**config.mk**
```make
export PLATFORM = sky130hd
export DESIGN_NAME = icrp_port
export DESIGN_NICKNAME = d
export VERILOG_FILES = /design/src/hdl/icrp_pkg.sv /design/src/hdl/icrp_decode.sv /design/src/hdl/icrp_port.sv
export VERILOG_INCLUDE_DIRS = /design/src /design/src/hdl
export SDC_FILE = /design/constraint.sdc
export NUM_CORES = 1
export LEC_CHECK = 0
export BUFFER_PORTS_ARGS = -buffer_cell sky130_fd_sc_hd__buf_4
export CAP_MARGIN = 25
export CELL_PAD_IN_SITES_DETAIL_PLACEMENT = 0
export CELL_PAD_IN_SITES_GLOBAL_PLACEMENT = 1
export CORE_MARGIN = 5
export CORE_UTILIZATION = 46
export CTS_BUF_LIST = sky130_fd_sc_hd__clkbuf_4 sky130_fd_sc_hd__clkbuf_8
export DETAILED_ROUTE_END_ITERATION = 16
export HOLD_SLACK_MARGIN = 0.02
export PLACE_DENSITY = 0.89
export SETUP_SLACK_MARGIN = 0.05
export SYNTH_ARGS = -nofsm -noshare
export SYNTH_HDL_FRONTEND = slang
export SYNTH_SLANG_ARGS = --single-unit
```
**constraint.sdc**
```tcl
create_clock -name clk_sys -period 5.2 [get_ports clk_sys]
set_input_delay 1.04 -clock clk_sys [delete_from_list [all_inputs] [get_ports clk_sys]]
set_output_delay 1.04 -clock clk_sys [all_outputs]
set_load 0.02 [all_outputs]
```
**src/hdl/icrp_defs.svh**
```systemverilog
// constants of the indexed configuration register port
`ifndef ICRP_DEFS_SVH
`define ICRP_DEFS_SVH

`define ICRP_PORT_INDEX 16'h0022
`define ICRP_PORT_DATA 16'h0023

`define ICRP_IDX_PERF_CONTROL 8'h20
`define ICRP_IDX_SMM_HEADER_0 8'hb0
`define ICRP_IDX_SMM_HEADER_1 8'hb1
`define ICRP_IDX_SMM_HEADER_2 8'hb2
`define ICRP_IDX_SMM_HEADER_3 8'hb3
`define ICRP_IDX_GRAPHICS_CONTROL 8'hb8
`define ICRP_IDX_VGA_TRAP_CONTROL 8'hb9
`define ICRP_IDX_VGA_TRAP_MASK_0 8'hba
`define ICRP_IDX_VGA_TRAP_MASK_1 8'hbb
`define ICRP_IDX_VGA_TRAP_MASK_2 8'hbc
`define ICRP_IDX_VGA_TRAP_MASK_3 8'hbd
`define ICRP_IDX_CONFIG_1 8'hc1
`define ICRP_IDX_CONFIG_2 8'hc2
`define ICRP_IDX_CONFIG_3 8'hc3
`define ICRP_IDX_SMM_REGION_0 8'hcd
`define ICRP_IDX_SMM_REGION_1 8'hce
`define ICRP_IDX_SMM_REGION_2 8'hcf
`define ICRP_IDX_CONFIG_4 8'he8
`define ICRP_IDX_CONFIG_7 8'heb
`define ICRP_IDX_DEVICE_IDENT_0 8'hfe
`define ICRP_IDX_DEVICE_IDENT_1 8'hff
`define ICRP_IDX_BASE_HIGH 4'hc

`define ICRP_RST_PERF_CONTROL 8'h07
`define ICRP_RST_CONFIG_4 8'h85
`define ICRP_RST_ZERO 8'h00

// writable bits; reserved bits read as zero
`define ICRP_WMASK_CONFIG_1 8'h06
`define ICRP_WMASK_CONFIG_2 8'h9c
`define ICRP_WMASK_CONFIG_3 8'hf3
`define ICRP_WMASK_CONFIG_4 8'hdf
`define ICRP_WMASK_CONFIG_7 8'h05
`define ICRP_WMASK_GRAPHICS 8'h0f
`define ICRP_WMASK_VGA_TRAP 8'h07

`define ICRP_BIT_MAP_ENABLE 4
`define ICRP_BIT_CONFIG_LOCK 0

// identification codes, values arbitrary
`define ICRP_IDENT_DEVICE 4'h5
`define ICRP_IDENT_STEPPING 4'h1
`define ICRP_IDENT_REVISION 4'h2

`endif

```
**src/hdl/icrp_pkg.sv**
```systemverilog
// types of the indexed configuration register port
package icrp_pkg;

    typedef enum logic [4:0]
    {
        SEL_NONE = 5'h00,
        SEL_PERF = 5'h01,
        SEL_HDR0 = 5'h02,
        SEL_HDR1 = 5'h03,
        SEL_HDR2 = 5'h04,
        SEL_HDR3 = 5'h05,
        SEL_GFX = 5'h06,
        SEL_VTRAP = 5'h07,
        SEL_VMASK0 = 5'h08,
        SEL_VMASK1 = 5'h09,
        SEL_VMASK2 = 5'h0a,
        SEL_VMASK3 = 5'h0b,
        SEL_CFG1 = 5'h0c,
        SEL_CFG2 = 5'h0d,
        SEL_CFG3 = 5'h0e,
        SEL_REGION0 = 5'h0f,
        SEL_REGION1 = 5'h10,
        SEL_REGION2 = 5'h11,
        SEL_CFG4 = 5'h12,
        SEL_CFG7 = 5'h13,
        SEL_IDENT0 = 5'h14,
        SEL_IDENT1 = 5'h15
    } icrp_sel_t;

    typedef struct packed
    {
        logic [7:0] index;
        logic fresh;
        logic [7:0] cfg1;
        logic [7:0] cfg2;
        logic [7:0] cfg3;
        logic [7:0] cfg4;
        logic [7:0] cfg7;
        logic [7:0] perf;
        logic [31:0] header;
        logic [7:0] gfx;
        logic [7:0] vtrap;
        logic [31:0] vmask;
        logic [23:0] region;
        logic [1:0] clkMode;
        logic ack;
        logic [7:0] rdata;
        logic extValid;
        logic extWrite;
        logic [15:0] extAddr;
        logic [7:0] extWdata;
    } icrp_state_t;

endpackage : icrp_pkg

```
**src/hdl/icrp_decode.sv**
```systemverilog
// index decoder: which register an index selects and whether it is claimed
`timescale 1ns/100ps
`include "icrp_defs.svh"
module icrp_decode
    import icrp_pkg::*;
(
    input wire logic [7:0] index,
    input wire logic extendedMapEnable,
    output logic claimed,
    output icrp_sel_t regSel
);

    // map index to register; unknown indices give no select
    always_comb
    begin
        unique case (index)
            `ICRP_IDX_PERF_CONTROL: regSel = SEL_PERF;
            `ICRP_IDX_SMM_HEADER_0: regSel = SEL_HDR0;
            `ICRP_IDX_SMM_HEADER_1: regSel = SEL_HDR1;
            `ICRP_IDX_SMM_HEADER_2: regSel = SEL_HDR2;
            `ICRP_IDX_SMM_HEADER_3: regSel = SEL_HDR3;
            `ICRP_IDX_GRAPHICS_CONTROL: regSel = SEL_GFX;
            `ICRP_IDX_VGA_TRAP_CONTROL: regSel = SEL_VTRAP;
            `ICRP_IDX_VGA_TRAP_MASK_0: regSel = SEL_VMASK0;
            `ICRP_IDX_VGA_TRAP_MASK_1: regSel = SEL_VMASK1;
            `ICRP_IDX_VGA_TRAP_MASK_2: regSel = SEL_VMASK2;
            `ICRP_IDX_VGA_TRAP_MASK_3: regSel = SEL_VMASK3;
            `ICRP_IDX_CONFIG_1: regSel = SEL_CFG1;
            `ICRP_IDX_CONFIG_2: regSel = SEL_CFG2;
            `ICRP_IDX_CONFIG_3: regSel = SEL_CFG3;
            `ICRP_IDX_SMM_REGION_0: regSel = SEL_REGION0;
            `ICRP_IDX_SMM_REGION_1: regSel = SEL_REGION1;
            `ICRP_IDX_SMM_REGION_2: regSel = SEL_REGION2;
            `ICRP_IDX_CONFIG_4: regSel = SEL_CFG4;
            `ICRP_IDX_CONFIG_7: regSel = SEL_CFG7;
            `ICRP_IDX_DEVICE_IDENT_0: regSel = SEL_IDENT0;
            `ICRP_IDX_DEVICE_IDENT_1: regSel = SEL_IDENT1;
            default: regSel = SEL_NONE;
        endcase
    end

    // base window and identification indices always claimed; the rest only with map enable set
    always_comb
    begin
        claimed = (index[7:4] == `ICRP_IDX_BASE_HIGH) || (index == `ICRP_IDX_DEVICE_IDENT_0)
            || (index == `ICRP_IDX_DEVICE_IDENT_1) || (extendedMapEnable && (regSel != SEL_NONE));
    end

endmodule : icrp_decode

```
**src/hdl/icrp_port.sv**
```systemverilog
// indexed configuration register bank behind I/O ports 22h and 23h
`timescale 1ns/100ps
`include "icrp_defs.svh"
module icrp_port
    import icrp_pkg::*;
(
    input wire logic clk_sys,
    input wire logic rst,
    // core I/O cycle request
    input wire logic ioValid,
    input wire logic ioWrite,
    input wire logic [15:0] ioAddr,
    input wire logic [7:0] ioWdata,
    input wire logic [1:0] clkModeStatus,
    // internal answer
    output logic ioAck,
    output logic [7:0] ioRdata,
    // forwarded external I/O cycle
    output logic extValid,
    output logic extWrite,
    output logic [15:0] extAddr,
    output logic [7:0] extWdata,
    // configuration control fields
    output logic [1:0] smmAccessCtl,
    output logic suspendPinsEnable,
    output logic writeThroughRegionCtl,
    output logic suspendOnHalt,
    output logic writebackModeLock,
    output logic [2:0] lowPowerSelect,
    output logic extendedMapEnable,
    output logic nmiEnable,
    output logic smmConfigLock,
    output logic cpuIdentEnable,
    output logic smmNestingEnable,
    output logic translationCacheEnable,
    output logic memoryBypass,
    output logic [2:0] ioRecoveryTime,
    output logic nmiControl,
    output logic multimediaExtEnable,
    output logic [7:0] perfControl,
    // SMM and graphics fields
    output logic [19:0] smmRegionBase,
    output logic [3:0] smmRegionSize,
    output logic [31:0] smmHeaderAddr,
    output logic [1:0] scratchpadSize,
    output logic [1:0] graphicsBaseCode,
    output logic [2:0] vgaTrapEnable,
    output logic [31:0] vgaTrapMask
);

    icrp_state_t st;
    icrp_state_t next_st;
    logic claimed;
    icrp_sel_t regSel;
    logic isIndexWr;
    logic isData;
    logic internalHit;
    logic mapOpen;
    logic lockShut;
    logic [7:0] dataWr;
    logic [7:0] ident0;
    logic [7:0] ident1;

    // merge writable bits of a new value into an old one
    function automatic logic [7:0] icrp_merge(input logic [7:0] oldVal, input logic [7:0] newVal,
        input logic [7:0] mask);
        icrp_merge = (oldVal & ~mask) | (newVal & mask);
    endfunction : icrp_merge

    icrp_decode decoder
    (
        .index(st.index),
        .extendedMapEnable(st.cfg3[`ICRP_BIT_MAP_ENABLE]),
        .claimed(claimed),
        .regSel(regSel)
    );

    // cycle classification
    always_comb
    begin
        isIndexWr = ioValid && ioWrite && (ioAddr == `ICRP_PORT_INDEX);
        isData = ioValid && (ioAddr == `ICRP_PORT_DATA);
        // only a fresh index lets a data access reach the bank
        internalHit = isData && st.fresh && claimed;
        // map enable and config lock both live in config 3
        mapOpen = st.cfg3[`ICRP_BIT_MAP_ENABLE];
        lockShut = st.cfg3[`ICRP_BIT_CONFIG_LOCK];
        dataWr = ioWdata;
    end

    // identification bytes built from constants and sampled clock mode
    always_comb
    begin
        ident0 = {`ICRP_IDENT_DEVICE, 1'b0, st.clkMode[1], 1'b0, st.clkMode[0]};
        ident1 = {`ICRP_IDENT_STEPPING, `ICRP_IDENT_REVISION};
    end

    // next-state logic for the whole bank
    always_comb
    begin
        next_st = st;
        next_st.ack = 1'b0;
        next_st.extValid = 1'b0;
        next_st.clkMode = clkModeStatus;
        // index port write selects the target register
        if (isIndexWr)
        begin
            next_st.index = ioWdata;
            next_st.fresh = 1'b1;
            next_st.ack = 1'b1;
            next_st.rdata = 8'h00;
        end
        else if (internalHit && ioWrite)
        begin
            // each data access consumes the index selection
            next_st.fresh = 1'b0;
            next_st.ack = 1'b1;
            next_st.rdata = 8'h00;
            // blocked writes leave the register untouched
            unique case (regSel)
                SEL_CFG1:
                begin
                    if (!lockShut)
                    begin
                        next_st.cfg1 = icrp_merge(st.cfg1, dataWr, `ICRP_WMASK_CONFIG_1);
                    end
                end
                SEL_CFG2:
                begin
                    next_st.cfg2 = icrp_merge(st.cfg2, dataWr, `ICRP_WMASK_CONFIG_2);
                end
                SEL_CFG3:
                begin
                    // config 3 layout; once locked it stays so until reset
                    if (!lockShut)
                    begin
                        next_st.cfg3 = icrp_merge(st.cfg3, dataWr, `ICRP_WMASK_CONFIG_3);
                    end
                end
                SEL_CFG4:
                begin
                    if (mapOpen)
                    begin
                        next_st.cfg4 = icrp_merge(st.cfg4, dataWr, `ICRP_WMASK_CONFIG_4);
                    end
                end
                SEL_CFG7:
                begin
                    // only bits 2 and 0 exist
                    next_st.cfg7 = icrp_merge(st.cfg7, dataWr, `ICRP_WMASK_CONFIG_7);
                end
                SEL_PERF:
                begin
                    if (mapOpen)
                    begin
                        next_st.perf = dataWr;
                    end
                end
                SEL_HDR0, SEL_HDR1, SEL_HDR2, SEL_HDR3:
                begin
                    // header address, low byte at lowest index
                    if (mapOpen)
                    begin
                        unique case (regSel)
                            SEL_HDR0: next_st.header[7:0] = dataWr;
                            SEL_HDR1: next_st.header[15:8] = dataWr;
                            SEL_HDR2: next_st.header[23:16] = dataWr;
                            default: next_st.header[31:24] = dataWr;
                        endcase
                    end
                end
                SEL_GFX:
                begin
                    if (mapOpen)
                    begin
                        next_st.gfx = icrp_merge(st.gfx, dataWr, `ICRP_WMASK_GRAPHICS);
                    end
                end
                SEL_VTRAP:
                begin
                    next_st.vtrap = icrp_merge(st.vtrap, dataWr, `ICRP_WMASK_VGA_TRAP);
                end
                SEL_VMASK0: next_st.vmask[7:0] = dataWr;
                SEL_VMASK1: next_st.vmask[15:8] = dataWr;
                SEL_VMASK2: next_st.vmask[23:16] = dataWr;
                SEL_VMASK3: next_st.vmask[31:24] = dataWr;
                SEL_REGION0, SEL_REGION1, SEL_REGION2:
                begin
                    // region base most significant byte first, lock-gated
                    if (!lockShut)
                    begin
                        unique case (regSel)
                            SEL_REGION0: next_st.region[23:16] = dataWr;
                            SEL_REGION1: next_st.region[15:8] = dataWr;
                            default: next_st.region[7:0] = dataWr;
                        endcase
                    end
                end
                // identification and unused indices ignore writes
                SEL_IDENT0, SEL_IDENT1, SEL_NONE:
                begin
                    next_st.fresh = 1'b0;
                end
            endcase
        end
        else if (internalHit)
        begin
            // read of the selected register
            next_st.fresh = 1'b0;
            next_st.ack = 1'b1;
            unique case (regSel)
                SEL_CFG1: next_st.rdata = st.cfg1;
                SEL_CFG2: next_st.rdata = st.cfg2;
                SEL_CFG3: next_st.rdata = st.cfg3;
                SEL_CFG4: next_st.rdata = st.cfg4;
                SEL_CFG7: next_st.rdata = st.cfg7;
                SEL_PERF: next_st.rdata = st.perf;
                SEL_HDR0: next_st.rdata = st.header[7:0];
                SEL_HDR1: next_st.rdata = st.header[15:8];
                SEL_HDR2: next_st.rdata = st.header[23:16];
                SEL_HDR3: next_st.rdata = st.header[31:24];
                SEL_GFX: next_st.rdata = st.gfx;
                SEL_VTRAP: next_st.rdata = st.vtrap;
                SEL_VMASK0: next_st.rdata = st.vmask[7:0];
                SEL_VMASK1: next_st.rdata = st.vmask[15:8];
                SEL_VMASK2: next_st.rdata = st.vmask[23:16];
                SEL_VMASK3: next_st.rdata = st.vmask[31:24];
                SEL_REGION0: next_st.rdata = st.region[23:16];
                SEL_REGION1: next_st.rdata = st.region[15:8];
                SEL_REGION2: next_st.rdata = st.region[7:0];
                SEL_IDENT0: next_st.rdata = ident0;
                SEL_IDENT1: next_st.rdata = ident1;
                SEL_NONE: next_st.rdata = 8'h00;
            endcase
        end
        else if (ioValid)
        begin
            // stale or unclaimed data access, or any other port, goes off-chip
            // unclaimed indices end up here too
            if (isData)
            begin
                next_st.fresh = 1'b0;
            end
            next_st.extValid = 1'b1;
            next_st.extWrite = ioWrite;
            next_st.extAddr = ioAddr;
            next_st.extWdata = ioWdata;
        end
        if (rst)
        begin
            next_st = '0;
            next_st.perf = `ICRP_RST_PERF_CONTROL;
            next_st.cfg4 = `ICRP_RST_CONFIG_4;
            next_st.cfg1 = `ICRP_RST_ZERO;
            next_st.cfg2 = `ICRP_RST_ZERO;
            next_st.cfg3 = `ICRP_RST_ZERO;
            next_st.cfg7 = `ICRP_RST_ZERO;
        end
    end

    // the single state register; reset handled above as a synchronous load
    always_ff @(posedge clk_sys)
    begin
        st <= next_st;
    end

    // outputs straight from state flops
    assign ioAck = st.ack;
    assign ioRdata = st.rdata;
    assign extValid = st.extValid;
    assign extWrite = st.extWrite;
    assign extAddr = st.extAddr;
    assign extWdata = st.extWdata;
    assign smmAccessCtl = st.cfg1[2:1];
    assign suspendPinsEnable = st.cfg2[7];
    assign writeThroughRegionCtl = st.cfg2[4];
    assign suspendOnHalt = st.cfg2[3];
    assign writebackModeLock = st.cfg2[2];
    assign lowPowerSelect = st.cfg3[7:5];
    assign extendedMapEnable = st.cfg3[`ICRP_BIT_MAP_ENABLE];
    assign nmiEnable = st.cfg3[1];
    assign smmConfigLock = st.cfg3[`ICRP_BIT_CONFIG_LOCK];
    assign cpuIdentEnable = st.cfg4[7];
    assign smmNestingEnable = st.cfg4[6];
    assign translationCacheEnable = st.cfg4[4];
    assign memoryBypass = st.cfg4[3];
    assign ioRecoveryTime = st.cfg4[2:0];
    assign nmiControl = st.cfg7[2];
    assign multimediaExtEnable = st.cfg7[0];
    assign perfControl = st.perf;
    assign smmRegionBase = st.region[23:4];
    assign smmRegionSize = st.region[3:0];
    assign smmHeaderAddr = st.header;
    assign scratchpadSize = st.gfx[3:2];
    assign graphicsBaseCode = st.gfx[1:0];
    assign vgaTrapEnable = st.vtrap[2:0];
    assign vgaTrapMask = st.vmask;

endmodule : icrp_port

```
After elaboration in Yosys (flattened, before gate mapping) --
Index checks and enable logic that the tools add are counted.
Word-level totals: register bits after elaboration 198, input bits 30, output and inout bits 159, word-level logic and storage cells 141
Operators by class: equality and inequality tests 45, mux-type cells 12, bitwise gates (word level) 13, reduce and logical (&&, ||, !) cells 42
Operators by type and width (number):
- case mux 8 bit (22 select lines) | 1
- == test 8 bit, second input constant | 20
- case mux 5 bit (21 select lines) | 1
- == test 5 x 4 -> 1 bit, second input constant | 8
- AND reduction 5 bit | 7
- == test 16 x 6 -> 1 bit, second input constant | 2
- == test 5 bit, second input constant | 6
- two-way mux 9 bit | 3
- two-way mux 26 bit | 1
- OR 8 x 3 -> 8 bit | 3
- AND reduction 3 bit | 8
- AND reduction 4 bit | 6
- == test 5 x 3 -> 1 bit, second input constant | 4
- == test 5 x 2 -> 1 bit, second input constant | 2
- OR reduction 3 bit | 3
- == test 8 x 6 -> 1 bit, second input constant | 1
- OR 4 x 8 -> 8 bit | 1
- OR 6 x 8 -> 8 bit | 1
- OR 7 x 8 -> 8 bit | 1
- OR 8 x 4 -> 8 bit | 1
- nonzero test 4 bit | 2
- OR reduction 4 bit | 2
- logical AND 1 bit | 7
- two-way mux 1 bit | 6
- 8 further kinds | 15

Longest topological paths before layout --
word-level depth 9, mapped depth 11, mapped depth without buffers 7

Hierarchy --
From an unflattened synthesis, not the netlist that was laid out.
Unflattened totals: cell total of the unflattened synthesis 1036, area, all modules 9297.7 µm²
Modules (own cells, without submodules):
- icrp_port | times used 1, cells each 981, area an instance 8946.1 µm², seq. area each 3403.3 µm²
- icrp_decode | times used 1, cells each 55, area an instance 351.6 µm², seq. area each 0.0 µm²

Worst setup path before layout --
No wires, ideal clock.
path type input to register, start point in ioAddr[15], end point reg st (netlist bit smmRegionBase[3]), library setup time 0.128 ns, data arrival time 3.347 ns, required time 5.072 ns, setup slack 1.725 ns, cell stages on the path 9, cell sequence or4b_4 nor4_4 nand3_2 a2111o_1 buf_6 or4_1 buf_6 mux2i_1 nor2_1
Between the ends: cells in the longest elaborated chain, start to end 6, elaborated cells on any way between the ends 9, those cells by class eq/ne: 2; bitwise: 1; reduce/logical: 6
RTL lines:
- from (decl) | RTL line icrp_port.sv:12 | input wire logic [15:0] ioAddr,
- == test 16 x 6 -> 1 bit (no source line)
- logical AND 1 bit | RTL line icrp_port.sv:82 | isData = ioValid && (ioAddr == `ICRP_PORT_DATA);
- logical AND 1 bit (2 in series) | RTL line icrp_port.sv:84 | internalHit = isData && st.fresh && claimed;
- logical AND 1 bit | RTL line icrp_port.sv:113 | else if (internalHit && ioWrite)
- AND reduction 5 bit (no source line) (*)
- to (signal assigned) | RTL line icrp_port.sv:264 | st <= next_st;
- to (decl) | RTL line icrp_port.sv:51 | icrp_state_t st;
Mark *: on every way between the ends. The rest lies on a longest branch, timed or not. A chain may end at the register's enable or synchronous reset.

Worst setup path after layout --
start point reg st[193] (netlist name), end point reg st (netlist bit vgaTrapMask[19])
Between the ends: cells in the longest elaborated chain, start to end 8, elaborated cells on any way between the ends 31, those cells by class eq/ne: 22; mux: 1; reduce/logical: 8
RTL lines:
- == test 8 bit or == test 8 x 6 -> 1 bit (tied branches) | RTL line icrp_decode.sv:16 | unique case (index)
- case mux 5 bit (21 select lines) | RTL line icrp_decode.sv:16
- nonzero test 5 bit | RTL line icrp_decode.sv:46 | || (index == `ICRP_IDX_DEVICE_IDENT_1) || (extendedMapEnable && (regSel != SEL_NONE));
- logical AND 1 bit | RTL line icrp_decode.sv:46
- logical OR 1 bit | RTL line icrp_decode.sv:45 | claimed = (index[7:4] == `ICRP_IDX_BASE_HIGH) || (index == `ICRP_IDX_DEVICE_IDENT_0)
- logical AND 1 bit | RTL line icrp_port.sv:84
- logical AND 1 bit | RTL line icrp_port.sv:113
- AND reduction 3 bit (no source line) (*)
Marks and branches as above.

==> impl_results.md <==
* Setup crit start kind: flip-flop
* R2r startpoint: st[193]$_SDFFE_PP0P_
* Highest Clock Rate at 269 MHz
* Period utilisation layout at 0.715
* Area leader, netlist: dfxtp_1
* Area share of the largest cell type after synthesis at 0.388
* Async SR Flop Fraction at 0
* Final WL at 25900 um
* CP Cell Sequence: nand4b_1, nor4_1, nor4_1, a2111o_1, nor2b_1, mux2i_1, nor2_1
* WHS Endpoint: extAddr[9]$_SDFFE_PP0P_
* IO Port Bufs at 188
* Residual DRC count at 0
* Clk_lat worst skew at 0.46 ns
* Slowest cell on the critical path: nor2b_1
* Slew margin rel. at 0.335
* CTS tree: built
* Largest delay share family, worst path: simple AND/OR/NAND/NOR gates
* Setup bufs post-CTS at 0
* Hold-fix buffers, CTS at 0
* RePlAce Congestion at 0.935
* Initial Util at 0.468
* Worst Hold Launch: extAddr[9]$_SDFFE_PP0P_
* Synthesized cell area at 8760 um2
* Vias at 7028
* Slew Viols, Final at 0
* Worst hold path class: reg2reg
* Via-to-Cell Ratio at 5.67
* Critical path capture point type: flip-flop
* Initial DRC Count at 522
* Number of distinct library cells after synthesis at 72
* Crit path DAT at 4.03 ns
* Pwr per Cell Area at 242 nW/um2
* # fillers at 1761
* Crit path time final at 3.72 ns
* Area delta synth->final at 8.90%
* Antenna Cells at 0
* Drt wl/cell at 20.9 um
* Ys Warns at 0
* Hold path depth at 2
* CP bufs+invs at 0
* Worst-path maximum fanout at 18
* Worst VDD drop at 0.142 mV
* Final setup viols at 0
* Cells after synthesis at 986
* Crit-path most repeated cell: nor4_1
* Final #Nets at 1023
* CP required at 5.52 ns
* Initial antenna violation count at 0
* Avg Inst Size Synth at 8.89 um2
* Top Ports at 189
* Post-CTS Resized at 0
* Clock skew at 0.0129 ns
* H-tree levels at 4
* Gr ovfl total at 0
* Setup TNS at 0 ns
* FP Rows at 50
* WHS at 0.460 ns
* Die Area at 21900 um2
* First-pass GRT wire length at 39400 um
* Status: complete, no violations
* Hold Violations, Final at 0
* Post-synthesis sequential area ratio at 0.388
* Worst-path clk slew at 0.09 ns
* Pre-CTS WS at 1.02 ns
* Worst slew pin tran at 0.989 ns
* Max Cap Violations at 0
* Total CTS buffers at 17
* Slowest cell delay on critical path at 0.80 ns
* Share of layout cells above drive strength 1 at 0.253
* Largest net degree at the start of global routing at 84
* WS Path Type: reg2reg
* DRT Pass-1 Iters at 6
* Unrepaired setup endpoints after global routing: false
* LEAKAGE at 4.24 nW
* Vias in the first global route at 6677
* Synth Flop Type: dfxtp_1
* Design Power at 2.31 mW
* Number of synthesized register bits at 170
* Largest cells by area after synthesis: dfxtp_1 (39%), mux2i_1 (14%), buf_4 (12%)
* Setup ws final at 1.48 ns
* R2R Path End: vgaTrapMask[19]$_SDFFE_PP0P_
* Net count after synthesis at 1016
* EDFF count, synth at 0
* Post-route ant nets at 0
* All-Layer GR Usage at 0.230
* Die height at 148 um
* Core Region at 18700 um2
* Clock sink total at 170
* R2R cell count at 7
* Setup slack, reg-to-reg at 1.48 ns
* Detailed Place HPWL at 18300 um
* Final core utilization at 0.510
* Clk buf depth at 2
* CTS Root Cell: clkbuf_8
* Die W at 148 um
stage by stage:
stage	instances	cell area [um2]
after CTS	1240	9540
after detailed placement	1208	9190
after global routing	1240	9540
after floorplan	986	8760
after global placement	1208	9190
final	1240	9540
cells in the mapped netlist, types with 8 or more instances:
cell / n
dfxtp_1: 170
buf_4: 144
nor2_1: 135
mux2i_1: 125
nand2_1: 93
clkbuf_1: 50
a21oi_1: 40
nand3_1: 16
a22oi_1: 15
buf_2: 14
nor3_1: 14
a22o_1: 13
nor4_1: 8
kinds of logic (layout without fill, tap and decap cells):
group / Yosys count / count (layout) / synth area share
and+or+nand+nor: 332 / 332 / 0.188
buffers and inverters: 219 / 239 / 0.159
DFF: 170 / 170 / 0.388
AOI/OAI and AO/OA: 133 / 133 / 0.111
muxes: 129 / 129 / 0.151
xor gates and xnor gates: 2 / 2 / 0.00200
adders and majority gates: 1 / 1 / 0.00114
worst max path at each step:
| stage | start | endpoint | slack [ns] | cells after the start |
|---|---|---|---|---|
| global route | st[193]$_SDFFE_PP0P_ | vgaTrapMask[17]$_SDFFE_PP0P_ | 1.29 | 7 |
| global placement | ioAddr[15] | vgaTrapMask[17]$_SDFFE_PP0P_ | 1.09 | 8 |
| floorplan | ioAddr[15] | smmRegionBase[3]$_SDFFE_PP0P_ | 1.73 | 9 |
| CTS | ioAddr[15] | vgaTrapMask[19]$_SDFFE_PP0P_ | 1.53 | 8 |
| detailed placement | ioAddr[15] | vgaTrapMask[19]$_SDFFE_PP0P_ | 1.02 | 8 |
| finish | st[193]$_SDFFE_PP0P_ | vgaTrapMask[19]$_SDFFE_PP0P_ | 1.48 | 7 |
final cells by class:
cell class                      instances  area (um2)  area share
Multi-Input combinational cell        597        3960       0.415
Clock inverter                          9        68.8     0.00721
Tap cell                              234         293      0.0307
Timing Repair Buffer                  200        1500       0.157
Clock buffer                           23         285      0.0299
Sequential cell                       170        3400       0.357
Inverter                                7        26.3     0.00275
cells in the final DEF (no fill, tap or decap), types with 4 or more instances in the layout:
cell type   synthesis  final
o21a_1              4      4
nor3_1             14     14
nand4_1             4      4
nand3b_1            4      4
nand2b_1            5      5
nor2_1            135    135
clkbuf_4            0      5
dfxtp_1           170    170
nand2_1            93     93
nand3_1            16     16
inv_1               7      7
o21ai_0             4      4
and3_1              4      4
buf_4             144    200
a22o_1             13     13
o2bb2ai_1           4      4
nor2b_1             7      7
a32oi_1             5      5
a211o_1             7      7
a211oi_1            6      6
nand4b_1            5      5
o22ai_1             4      4
o211ai_1            6      6
a21oi_1            40     40
or3_1               4      4
a22oi_1            15     15
clkbuf_8            0     18
mux2i_1           125    125
clkinvlp_4          0      5
a222oi_1            4      4
nor4_1              8      8
flip-flops by register name, summed over array words and instances (netlist names), 3 cells and up:
| name | flops |
|---|---|
| smmHeaderAddr | 32 |
| extAddr | 16 |
| lowPowerSelect | 3 |
| smmRegionBase | 20 |
| perfControl | 8 |
| smmRegionSize | 4 |
| ioRdata | 8 |
| vgaTrapMask | 32 |
| st | 9 |
| extWdata | 8 |
| ioRecoveryTime | 3 |
| vgaTrapEnable | 3 |
power by group:
part           internal, mW  switching [mW]  leakage, nW  total, mW
sequential             1.31         0.00554         1.37       1.32
combinational        0.0402          0.0852         2.69      0.125
clock                 0.371           0.496        0.170      0.868
routing by layer:
metal  global-route usage  wire [um]  up-vias
li1                     -          -     3294
met1                0.311      11100     3399
met2                0.368      12200      293
met3               0.0481       2050       42
met4               0.0753        563        0
met5                    0          0        -
worst reg2reg max path, stage by stage, from the launching register on:
cell	delay [ns]
dfxtp_1	0.72
nand4b_1	0.31
nor4_1	0.49
nor4_1	0.21
a2111o_1	0.70
nor2b_1	0.81
mux2i_1	0.27
nor2_1	0.06
Power figures use the tool's default switching activity.
